**config.mk**
```make
export PLATFORM = sky130hd
export DESIGN_NAME = dcc_comparator_ctrl
export DESIGN_NICKNAME = d
export VERILOG_FILES = /design/src/dcc_pkg.sv /design/src/dcc_comparator_ctrl.sv /design/src/dcc_sync_cmp.sv
export SDC_FILE = /design/constraint.sdc
export NUM_CORES = 1
export LEC_CHECK = 0
export BUFFER_PORTS_ARGS = -buffer_cell sky130_fd_sc_hd__buf_2
export CORE_UTILIZATION = 48
export CTS_CLUSTER_SIZE = 14
export DETAILED_ROUTE_END_ITERATION = 16
export GPL_ROUTABILITY_DRIVEN = 0
export PLACE_DENSITY = 0.87
export SLEW_MARGIN = 40
export SYNTH_ARGS = -nofsm -noshare
export SYNTH_HDL_FRONTEND = slang
export SYNTH_SLANG_ARGS = --single-unit
```
**constraint.sdc**
```tcl
create_clock -name clk -period 2.75 [get_ports clk]
set_clock_uncertainty 0.15 [all_clocks]
set_input_delay 0.55 -clock clk [delete_from_list [all_inputs] [get_ports clk]]
set_output_delay 0.55 -clock clk [all_outputs]
set_load 0.01 [all_outputs]
```
**src/dcc_pkg.sv**
```systemverilog
/*
  dcc_pkg: constants, register map and carrier types of the dual comparator control block.
  assumes a 32-bit AHB-Lite register bus and a 100 MHz system clock.
*/
package dcc_pkg;
  // register byte offsets
  localparam logic [7:0] DCC_OFS_CTRL   = 8'h00;
  localparam logic [7:0] DCC_OFS_STATUS = 8'h04;
  localparam logic [7:0] DCC_OFS_MASK   = 8'h08;
  localparam logic [7:0] DCC_OFS_PIN    = 8'h0c;
  localparam logic [7:0] DCC_OFS_SETTLE = 8'h10;
  localparam int unsigned DCC_ADDR_W = 8;

  // control register field positions
  localparam int unsigned CTL_CMP_TWO_RESULT = 7;
  localparam int unsigned CTL_CMP_ONE_RESULT = 6;
  localparam int unsigned CTL_CMP_TWO_INVERT = 5;
  localparam int unsigned CTL_CMP_ONE_INVERT = 4;
  localparam int unsigned CTL_NEG_SELECT     = 3;
  localparam int unsigned CTL_CFG_MSB        = 2;
  localparam int unsigned CTL_CFG_LSB        = 0;

  // status / mask bit positions
  localparam int unsigned ST_CHANGE = 0;
  localparam int unsigned ST_SETTLE = 1;
  localparam int unsigned ST_W      = 2;

  // reset values
  localparam logic [7:0] CTL_RESET  = 8'h07;
  localparam logic [2:0] CFG_RESET  = 3'h7;
  localparam logic [5:0] PIN_RESET  = 6'h3f;

  // settling time after a configuration change
  localparam int unsigned SETTLE_NS  = 10000;
  localparam int unsigned CLK_MHZ    = 100;
  localparam int unsigned SETTLE_CYC = (SETTLE_NS * CLK_MHZ + 999) / 1000;
  localparam int unsigned SETTLE_W   = 11;

  localparam logic [1:0] HTRANS_NONSEQ = 2'h2;
  localparam logic [2:0] HSIZE_WORD    = 3'h2;

  typedef enum logic [2:0]
  {
    CFG_RESET_ALL   = 3'b000,
    CFG_ONE_IND     = 3'b001,
    CFG_TWO_IND     = 3'b010,
    CFG_TWO_COMMON  = 3'b011,
    CFG_TWO_OUT     = 3'b100,
    CFG_TWO_COM_OUT = 3'b101,
    CFG_FOUR_MUX    = 3'b110,
    CFG_OFF         = 3'b111
  } dcc_cfg_t;

  // analog routing selection handed to the comparator front end
  typedef struct packed
  {
    logic       cmpOneEn;
    logic       cmpTwoEn;
    logic       refToPositive;
    logic [1:0] oneNegChannel;
    logic [1:0] twoNegChannel;
  } dcc_route_t;

  // comparator outputs towards the pins
  typedef struct packed
  {
    logic twoResult;
    logic oneResult;
    logic twoOutEn;
    logic oneOutEn;
  } dcc_pinout_t;
endpackage

```
**src/dcc_comparator_ctrl.sv**
```systemverilog
/*
  dcc_comparator_ctrl: control register, change flag, interrupt and routing of two comparators.
  assumes an AHB-Lite master on clk, raw comparator decisions from the analog front end.
*/
//
// Notes on behaviour
// - a raw decision is high when the positive input is above the negative input, else low.
// - control bit 7 shows comparator two's decision, inverted when its invert bit is set.
// - control bit 6 shows comparator one's decision, inverted when its invert bit is set.
// - control bit 5 set inverts comparator two's output.
// - control bit 4 set inverts comparator one's output.
// - in configuration 110 the select bit routes negative inputs to channels 3/2 or 0/1.
// - control bits 2 to 0 select one of eight configurations.
// - reset clears result, invert and select bits and sets the configuration bits.
// - after a configuration change the outputs are marked not valid for a settling time.
// - outputs, normal or inverted, are readable and can be driven to pins.
// - the port-A direction bits keep controlling the comparator pins in every configuration.
// - configuration 111 turns both comparators off and is the reset value.
// - the change flag sets when either output changes; a software one also sets it.
// - a control register access ends the mismatch; until then the flag keeps setting.
// - the internal reference drives both positive inputs only in configuration 110.
`timescale 1ns/1ps
module dcc_comparator_ctrl
(
  input  wire logic                 clk,
  input  wire logic                 arst_n,
  input  wire logic                 clkEn,
  input  wire logic                 hsel,
  input  wire logic [31:0]          haddr,
  input  wire logic [1:0]           htrans,
  input  wire logic                 hwrite,
  input  wire logic [2:0]           hsize,
  input  wire logic [31:0]          hwdata,
  input  wire logic                 hready,
  output logic      [31:0]          hrdata,
  output logic                      hreadyout,
  output logic                      hresp,
  input  wire logic                 cmpOneRaw,
  input  wire logic                 cmpTwoRaw,
  input  wire logic [5:0]           portADirection,
  output dcc_pkg::dcc_route_t       route,
  output dcc_pkg::dcc_pinout_t      pinOut,
  output logic                      outputsValid,
  output logic                      irq
);
  import dcc_pkg::*;

  logic [7:0]          ctrl_r;
  logic [ST_W-1:0]     status_r;
  logic [ST_W-1:0]     mask_r;
  logic [1:0]          pinSel_r;
  logic [1:0]          latched_r;
  logic [SETTLE_W-1:0] settle_r;
  logic                wrPend_r;
  logic                rdPend_r;
  logic [DCC_ADDR_W-1:0] addr_r;
  logic [31:0]         hrdata_r;
  logic                irq_r;
  logic                valid_r;
  dcc_route_t          route_r;
  dcc_pinout_t         pin_r;

  logic       oneResult;
  logic       twoResult;
  logic [2:0] cfg;
  logic       addrPhase;
  logic       ctrlTouch;
  logic       mismatch;
  logic       cfgWrite;
  logic [ST_W-1:0] stSet;
  logic            forceEvt;
  dcc_route_t      routeNxt;
  dcc_pinout_t     pinNxt;

  assign cfg = ctrl_r[CTL_CFG_MSB:CTL_CFG_LSB];

  function automatic logic cmpOn(input logic [2:0] c, input logic two);
    unique case (c)
      CFG_RESET_ALL, CFG_OFF: cmpOn = 1'b0;
      CFG_ONE_IND:            cmpOn = ~two;
      default:                cmpOn = 1'b1;
    endcase
  endfunction

  // sync and polarity per comparator; raw polarity is the front end's
  dcc_sync_cmp uOne
  (
    .clk    (clk),
    .arst_n (arst_n),
    .clkEn  (clkEn),
    .rawIn  (cmpOneRaw),
    .enable (cmpOn(cfg, 1'b0)),
    .invert (ctrl_r[CTL_CMP_ONE_INVERT]),
    .result (oneResult)
  );

  dcc_sync_cmp uTwo
  (
    .clk    (clk),
    .arst_n (arst_n),
    .clkEn  (clkEn),
    .rawIn  (cmpTwoRaw),
    .enable (cmpOn(cfg, 1'b1)),
    .invert (ctrl_r[CTL_CMP_TWO_INVERT]),
    .result (twoResult)
  );

  // bus address phase
  assign addrPhase = hsel & hready & (htrans == HTRANS_NONSEQ);

  always_ff @(posedge clk or negedge arst_n)
  begin
    if (!arst_n)
    begin
      wrPend_r <= 1'b0;
      rdPend_r <= 1'b0;
      addr_r   <= '0;
    end
    else if (clkEn)
    begin
      wrPend_r <= addrPhase & hwrite;
      rdPend_r <= addrPhase & ~hwrite;
      if (addrPhase)
        addr_r <= haddr[DCC_ADDR_W-1:0];
    end
  end

  assign cfgWrite  = wrPend_r & (addr_r == DCC_OFS_CTRL);
  assign ctrlTouch = (wrPend_r | rdPend_r) & (addr_r == DCC_OFS_CTRL);

  // control register
  always_ff @(posedge clk or negedge arst_n)
  begin
    if (!arst_n)
      ctrl_r <= CTL_RESET;
    else if (clkEn)
    begin
      if (cfgWrite)
      begin
        ctrl_r[CTL_CMP_TWO_INVERT] <= hwdata[CTL_CMP_TWO_INVERT];
        ctrl_r[CTL_CMP_ONE_INVERT] <= hwdata[CTL_CMP_ONE_INVERT];
        ctrl_r[CTL_NEG_SELECT]     <= hwdata[CTL_NEG_SELECT];
        ctrl_r[CTL_CFG_MSB:CTL_CFG_LSB] <= hwdata[CTL_CFG_MSB:CTL_CFG_LSB];
      end
      ctrl_r[CTL_CMP_TWO_RESULT] <= twoResult;
      ctrl_r[CTL_CMP_ONE_RESULT] <= oneResult;
    end
  end

  // last-accessed value (read or write) for mismatch detection
  always_ff @(posedge clk or negedge arst_n)
  begin
    if (!arst_n)
      latched_r <= 2'h0;
    else if (clkEn && ctrlTouch)
      latched_r <= {ctrl_r[CTL_CMP_TWO_RESULT], ctrl_r[CTL_CMP_ONE_RESULT]};
  end

  assign mismatch = ({ctrl_r[CTL_CMP_TWO_RESULT], ctrl_r[CTL_CMP_ONE_RESULT]} != latched_r)
                    & ~ctrlTouch;

  // settling counter after a configuration change
  always_ff @(posedge clk or negedge arst_n)
  begin
    if (!arst_n)
      settle_r <= '0;
    else if (clkEn)
    begin
      if (cfgWrite && hwdata[CTL_CFG_MSB:CTL_CFG_LSB] != cfg)
        settle_r <= SETTLE_W'(SETTLE_CYC);
      else if (settle_r != '0)
        settle_r <= settle_r - SETTLE_W'(1);
    end
  end

  always_ff @(posedge clk or negedge arst_n)
  begin
    if (!arst_n)
      valid_r <= 1'b0;
    else if (clkEn)
      valid_r <= (settle_r == '0) & ~cfgWrite;
  end

  // sticky status; set wins over write-one-to-clear
  always_comb
  begin
    stSet            = '0;
    stSet[ST_CHANGE] = mismatch | forceEvt;
    stSet[ST_SETTLE] = (settle_r == SETTLE_W'(1));
  end

  always_ff @(posedge clk or negedge arst_n)
  begin
    if (!arst_n)
      status_r <= '0;
    else if (clkEn)
    begin
      if (wrPend_r && addr_r == DCC_OFS_STATUS)
        status_r <= (status_r & ~hwdata[ST_W-1:0]) | stSet;
      else
        status_r <= status_r | stSet;
    end
  end

  always_ff @(posedge clk or negedge arst_n)
  begin
    if (!arst_n)
    begin
      mask_r   <= '0;
      pinSel_r <= 2'h0;
    end
    else if (clkEn && wrPend_r)
    begin
      if (addr_r == DCC_OFS_MASK)
        mask_r <= hwdata[ST_W-1:0];
      if (addr_r == DCC_OFS_PIN)
        pinSel_r <= hwdata[1:0];
    end
  end

  // software-forced change event sets the flag like a real one
  // (writing 1 to bit 0 of the settle/force register)
  always_comb
  begin
    forceEvt = wrPend_r & (addr_r == DCC_OFS_SETTLE) & hwdata[ST_CHANGE];
  end

  always_ff @(posedge clk or negedge arst_n)
  begin
    if (!arst_n)
      irq_r <= 1'b0;
    else if (clkEn)
      irq_r <= |(status_r & mask_r);
  end

  // routing decode
  always_comb
  begin
    routeNxt               = '0;
    routeNxt.cmpOneEn      = cmpOn(cfg, 1'b0);
    routeNxt.cmpTwoEn      = cmpOn(cfg, 1'b1);
    routeNxt.oneNegChannel = 2'h0;
    routeNxt.twoNegChannel = 2'h1;
    if (cfg == CFG_FOUR_MUX)
    begin
      routeNxt.refToPositive = 1'b1;
      if (ctrl_r[CTL_NEG_SELECT])
      begin
        routeNxt.oneNegChannel = 2'h3;
        routeNxt.twoNegChannel = 2'h2;
      end
    end
  end

  always_comb
  begin
    pinNxt           = '0;
    pinNxt.oneResult = oneResult;
    pinNxt.twoResult = twoResult;
    // pin drives only where the direction bit says output and, outside configurations 100 and 101, pinSel_r routes it out and it is on
    pinNxt.oneOutEn = pinSel_r[0] & routeNxt.cmpOneEn & ~portADirection[4];
    pinNxt.twoOutEn = pinSel_r[1] & routeNxt.cmpTwoEn & ~portADirection[5];
    if (cfg == CFG_TWO_OUT || cfg == CFG_TWO_COM_OUT)
    begin
      pinNxt.oneOutEn = ~portADirection[4];
      pinNxt.twoOutEn = ~portADirection[5];
    end
  end

  always_ff @(posedge clk or negedge arst_n)
  begin
    if (!arst_n)
    begin
      route_r <= '0;
      pin_r   <= '0;
    end
    else if (clkEn)
    begin
      route_r <= routeNxt;
      pin_r   <= pinNxt;
    end
  end

  // read data, registered in the address phase
  always_ff @(posedge clk or negedge arst_n)
  begin
    if (!arst_n)
      hrdata_r <= '0;
    else if (clkEn && addrPhase && !hwrite)
    begin
      unique case (haddr[DCC_ADDR_W-1:0])
        DCC_OFS_CTRL:   hrdata_r <= {24'h0, ctrl_r};
        DCC_OFS_STATUS: hrdata_r <= {30'h0, status_r};
        DCC_OFS_MASK:   hrdata_r <= {30'h0, mask_r};
        DCC_OFS_PIN:    hrdata_r <= {30'h0, pinSel_r};
        DCC_OFS_SETTLE: hrdata_r <= {31'h0, valid_r};
        default:        hrdata_r <= 32'h0;
      endcase
    end
  end

  assign hrdata       = hrdata_r;
  assign hreadyout    = 1'b1;
  assign hresp        = 1'b0;
  assign irq          = irq_r;
  assign route        = route_r;
  assign pinOut       = pin_r;
  assign outputsValid = valid_r;
endmodule

```
**src/dcc_sync_cmp.sv**
```systemverilog
/*
  dcc_sync_cmp: two-stage synchroniser and polarity stage for one comparator.
  assumes the raw decision is asynchronous to clk.
*/
`timescale 1ns/1ps
module dcc_sync_cmp
(
  input  wire logic clk,
  input  wire logic arst_n,
  input  wire logic clkEn,
  input  wire logic rawIn,
  input  wire logic enable,
  input  wire logic invert,
  output logic      result
);
  import dcc_pkg::*;

  logic meta_r;
  logic sync_r;

  always_ff @(posedge clk or negedge arst_n)
  begin
    if (!arst_n)
    begin
      meta_r <= 1'b0;
      sync_r <= 1'b0;
    end
    else if (clkEn)
    begin
      meta_r <= rawIn;
      sync_r <= meta_r;
    end
  end

  // an off comparator reads low before inversion
  assign result = (enable & sync_r) ^ invert;
endmodule

```
# --- Yosys cells after proc, flatten, opt, wreduce, memory -nomap -nowiden ---
# Index checks and enable logic that the tools add are counted.
classes:
  reduce_logical: 22
  eq_ne: 17
  shift: 0
  div_mod_pow: 0
  mul: 0
  bitwise_logic: 30
  magnitude_cmp: 0
  muxes: 9
  n_addsub: 1
ops:
  columns: ["operator", "n"]
  rows:
  - ["$pmux 8 s5", 1]
  - ["$eq 8x4->1 const B", 4]
  - ["$mux 11", 2]
  - ["$and 1x1->1", 16]
  - ["$eq 8x3->1 const B", 2]
  - ["$eq 8x5->1 const B", 2]
  - ["$logic_not 8->1", 2]
  - ["$eq 3x3->1 const B", 4]
  - ["$eq 11x1->1 const B", 1]
  - ["$logic_not 11->1", 1]
  - ["$reduce_bool 11->1", 1]
  - ["$sub 11x1->11 const B", 1]
  - ["$reduce_and 2->1", 5]
  - ["$logic_and 1x1->1", 6]
  - ["$mux 5", 1]
  - ["$not 1->1", 5]
  - ["$and 2x2->2", 2]
  - ["$mux 2", 2]
  - ["$mux 4", 1]
  - ["$or 2x2->2", 2]
  - ["$reduce_or 2->1", 2]
  - ["$eq 3x1->1 const B", 1]
  - ["$logic_not 3->1", 1]
  - ["$ne 3x3->1", 1]
  - ["other kinds (10)", 13]
word_totals:
  register_bits: 86
  latch_bits: 0
  input_bits: 83
  word_cells: 105
  mem_count: 0
  output_inout_bits: 47
  ramBits: 0
  romBits: 0

# --- Depth between registers and ports, before layout ---
depth:
  word_depth: 7
  mapped_depth: 7
  mapped_depth_nobuf: 6

# --- Hierarchy ---
# From an unflattened synthesis, not the netlist that was laid out.
hier_totals:
  cells_unflattened: 265
  area_unflattened_um2: 3031.7
by_module_without_submodules:
  columns: ["mod", "area_each_um2", "cells_per_inst", "seq_area_each_um2", "instances"]
  rows:
  - ["dcc_comparator_ctrl", 2861.5, 253, 1355.0, 1]
  - ["dcc_sync_cmp", 85.1, 6, 50.0, 2]

# --- Least setup slack after synthesis ---
# OpenSTA, ideal clock, no wires.
synth_timing:
  path_kind: "reg2reg"
  start: "reg addr_r[1]"
  end: "reg settle_r[1]"
  arrival_time_ns: 1.983
  t_required_ns: 2.472
  path_stages_with_launch: 6
  period_less_slack_ns: 2.260
  setup_slack_ns: 0.490
  cell_sequence: "dfrtp_1 > or3b_2 > or4b_1 > clkbuf_8 > o21ai_2 > mux2_1"
synth_between:
  elab_chain_len: 5
  elab_cells_between_ends: 6
synth_lines:
  columns: ["item", "line", "text"]
  rows:
  - ["start: declaration", "dcc_comparator_ctrl.sv:56", "logic [DCC_ADDR_W-1:0] addr_r;"]
  - ["start signal: assignment", "dcc_comparator_ctrl.sv:124", "addr_r <= haddr[DCC_ADDR_W-1:0];"]
  - ["$logic_not 8->1 *", "dcc_comparator_ctrl.sv:128", "assign cfgWrite = wrPend_r & (addr_r == DCC_OFS_CTRL);"]
  - ["$and 1x1->1 *", "dcc_comparator_ctrl.sv:128", null]
  - ["$logic_and 1x1->1 *", "dcc_comparator_ctrl.sv:169", "if (cfgWrite && hwdata[CTL_CFG_MSB:CTL_CFG_LSB] != cfg)"]
  - ["$reduce_bool 2->1 (no line)", null, null]
  - ["$reduce_and 2->1 (no line)", null, null]
  - ["end signal: assignment", "dcc_comparator_ctrl.sv:170", "settle_r <= SETTLE_W'(SETTLE_CYC);"]
  - ["end signal: assignment", "dcc_comparator_ctrl.sv:172", "settle_r <= settle_r - SETTLE_W'(1);"]
  - ["end: declaration", "dcc_comparator_ctrl.sv:53", "logic [SETTLE_W-1:0] settle_r;"]
# Every way passes the cells marked *; elsewhere a longest branch is shown, timed or not.
# A chain may end at the register's enable or synchronous reset.

# --- Worst setup path after layout ---
layout_timing:
  start: "reg settle_r[2]"
  end: "reg settle_r[5]"
layout_between:
  elab_chain_len: 3
  elab_cells_between_ends: 6
layout_lines:
  columns: ["item", "line"]
  rows:
  - ["$sub 11x1->11 or $reduce_bool 11->1 (tied branches)", "dcc_comparator_ctrl.sv:172, dcc_comparator_ctrl.sv:171"]
  - ["$mux 11 or $reduce_bool 2->1 (tied branches)", null]
  - ["$mux 11 or $reduce_and 2->1 (tied branches)", null]
# Parallel ways exist; a longest one is shown, timed or not. The select of a mux whose other input is x is not followed.

==> summary.txt <==
Crit end category -> flop
Rows -> 28
Diode count -> 0
CTS tree -> yes
Reg2Reg Setup Slack -> 0.39 ns
Sequential Power Share -> 45.0%
Switching power -> 795 µW
Max Fclk -> 424 MHz
Detailed placement HPWL -> 4460 µm
Worst-path clk slew -> 0.07 ns
Post-route DRC violation count -> 0
Ratio of total power to cell area -> 763 nW/µm²
Vias per cell -> 5.51
Async S/R FF share, synth -> 100%
Least-Margin Pin Slew -> 0.629 ns
Hold Path Class -> in2async
# H-tree levels -> 3
Status -> complete, no violations
Routed vias -> 2220
Post-DRT Antenna Nets -> 0
Leakage -> 0.00161 µW
Simple logic cell fraction of the synthesized area -> 14.9%
Clock sinks -> 58
Multiplexer share of the synthesized area -> 11.1%
Max-slew violation count -> 0
Worst relative slew slack -> 58.1%
CP Data Required Time -> 2.82 ns
Post-cts resize count -> 0
Die ar. -> 6640 µm²
Synth warn -> 0
Largest family of logic cells by synthesized area -> simple AND/OR/NAND/NOR gates
Max-cap viol count -> 0
Yosys cell types -> 59
CP arrival -> 2.43 ns
Post-synth top flop -> dfrtp_1
Hold Vio Cnt, Final -> 0
DR WL/cell -> 15.6 µm
Slowest stage cell, crit path -> or4_4
Worst-skew pair later-pin latency -> 0.34 ns
FF/Latch Area -> 1460 µm²
Chip Width -> 81.5 µm
#FFs+latches synth -> 58
Pwr Total -> 2650 µW
Final WL -> 6290 µm
Syn avg cell area -> 11.1 µm²
Pin count of the biggest net entering global routing -> 33
Area occupied by multi-input gates -> 1360 µm²
Io pins -> 130
P_int -> 1860 µW
Layout filler cell count -> 484
Layout cells sized above 1 -> 34.1%
Drt pass-1 iters -> 4
Setup Fix Bufs, Post-CTS -> 0
CTS max path bufs -> 2
Global-route wire length before repair -> 10100 µm
PortBufs -> 46
Maximum vdd drop -> 0.479 mV
Cell Area, Synth -> 3030 µm²
Post-synth EDFFs -> 0
GRT overflow -> 0
RSZ-0062 raised after global routing -> false
Initial core utilization -> 50.6%
Startpoint Class -> flop
GRT Overall Usage -> 20.8%
CP max stage delay -> 0.59 ns
Worst Path Max Fanout -> 11
XOR/XNOR Fraction of Synth Area -> 2.31%
Sequential area share after synthesis -> 48.0%
Setup Viol. Count Final -> 0
Core area -> 5990 µm²
Synth Instances -> 274
Period utilization -> 85.8%
Vias in the first global route -> 2100
Hold buffer count at cts -> 0
Die height -> 81.5 µm
Final nets -> 408
Worst-path cell chain -> or4_4 -> o41ai_4 -> buf_4 -> nor3_1 -> or3b_1
Worst R2R End -> settle_r[5]
Final Util -> 58.0%
Synth Area in Compound Gates -> 12.5%
Comb pwr share -> 20.1%
Minimum clock period -> 2.36 ns
Fraction of power spent switching nets -> 30.0%
Placed instance count -> 387
WS Path Type -> reg2reg
Final std cells w/o fill -> 403
Root Driver -> clkbuf_8
Initial antenna violation count -> 0
Worst r2r path cells -> 5
Area Overhead vs Synth -> 14.5%
Worst reg2reg startpoint -> settle_r[2]
TNS Setup -> 0 ns
Detailed Route Iter0 Violations -> 172
Adder-cell share of the synthesized area -> 0.825%
CTS Buf Count -> 9
Clock group share of total power -> 34.9%
## worst max path at each step
stage / from / to / slack [ns] / depth (start not counted)
floorplan: addr_r[1] / settle_r[1] / 0.49 / 5
global placement: clkEn / settle_r[2] / 0.38 / 6
detailed placement: clkEn / settle_r[2] / 0.35 / 6
CTS: settle_r[2] / settle_r[5] / 0.40 / 5
global route: settle_r[2] / settle_r[5] / 0.30 / 5
finish: settle_r[2] / settle_r[5] / 0.39 / 5
## sequential cells by signal, summed over array words and instances (netlist names), 5 cells and up
name,cells
settle_r,11
addr_r,8
ctrl_r,8
hrdata,8
route,5
## layout make-up
class | instances | share of cell area [%]
clock buffer | 12 | 4.76
multi-input combinational | 192 | 39.2
tap | 75 | 2.70
inverter | 10 | 1.08
clock inverter | 4 | 2.09
sequential | 58 | 41.9
timing repair buffer | 52 | 8.29
## synthesized netlist by cell type, types with 3 or more instances
| cell type | count | area (µm²) |
|---|---|---|
| nand3_1 | 13 | 65.1 |
| xnor2_1 | 5 | 43.8 |
| a21oi_1 | 7 | 35.0 |
| or4_1 | 3 | 22.5 |
| a22o_1 | 7 | 61.3 |
| buf_4 | 31 | 233 |
| mux2_2 | 26 | 293 |
| clkbuf_1 | 6 | 22.5 |
| dfrtp_1 | 55 | 1380 |
| nand2b_1 | 5 | 31.3 |
| o211ai_1 | 3 | 22.5 |
| dfstp_2 | 3 | 78.8 |
| nor2b_1 | 3 | 18.8 |
| xor2_1 | 3 | 26.3 |
| nor4_1 | 4 | 25.0 |
| nand2_1 | 8 | 30.0 |
| or3_1 | 5 | 31.3 |
| nor3_1 | 6 | 30.0 |
| nor2_1 | 9 | 33.8 |
| inv_1 | 10 | 37.5 |
| o21ai_0 | 11 | 55.1 |
## power groups by stage
stage | Sequential [µW] | Combinational, µW | Clock, µW
after global placement | 1180 | 499 | 0
final | 1190 | 533 | 925
after CTS | 1190 | 537 | 938
after floorplan | 1150 | 428 | 0
after detailed placement | 1200 | 527 | 0
after global routing | 1220 | 595 | 977
## layout by cell type, fill, tap and decap left out, types with 6 or more instances in the layout
cell,netlist,layout
dfrtp_1,55,55
buf_2,0,46
mux2_2,26,26
conb_1,2,26
nand3_1,13,13
clkbuf_8,1,12
o21ai_0,11,11
inv_1,10,10
nor2_1,9,9
nand2_1,8,8
a21oi_1,7,7
a22o_1,7,7
nor3_1,6,6
## metal layers
metal	vias up	share of wire, %	routed length, µm	GRT usage [%]
met5	-	0	0	0
met4	0	2.2	136	10.0
met3	12	4.4	276	5.44
met2	83	49	3090	33.7
met1	1084	44	2790	25.9
li1	1041	-	-	-
## through the flow
step | setup slack (ns) | hold slack, ns | cell area, µm²
after floorplan | 0.490 | 0.104 | 3120
after global placement | 0.378 | 0.310 | 3240
after detailed placement | 0.348 | 0.315 | 3240
after CTS | 0.401 | 0.0783 | 3470
after global routing | 0.298 | 0.102 | 3470
final | 0.391 | 0.0670 | 3470
## critical path, delay by kind of cell (launching register included)
| kind | cells | cell delay [ns] |
|---|---|---|
| and+or+nand+nor | 3 | 0.99 |
| buffers and inverters | 1 | 0.23 |
| DFF | 1 | 0.45 |
| AOI/OAI and AO/OA | 1 | 0.40 |
## logic make-up after synthesis
logic type      after synthesis
compound gates               51
buf+inv                      48
flops                        58
xor+xnor                      8
mux                          29
simple gates                 76
other cells                   2
fa+ha+maj                     2
Power figures use the tool's default switching activity.
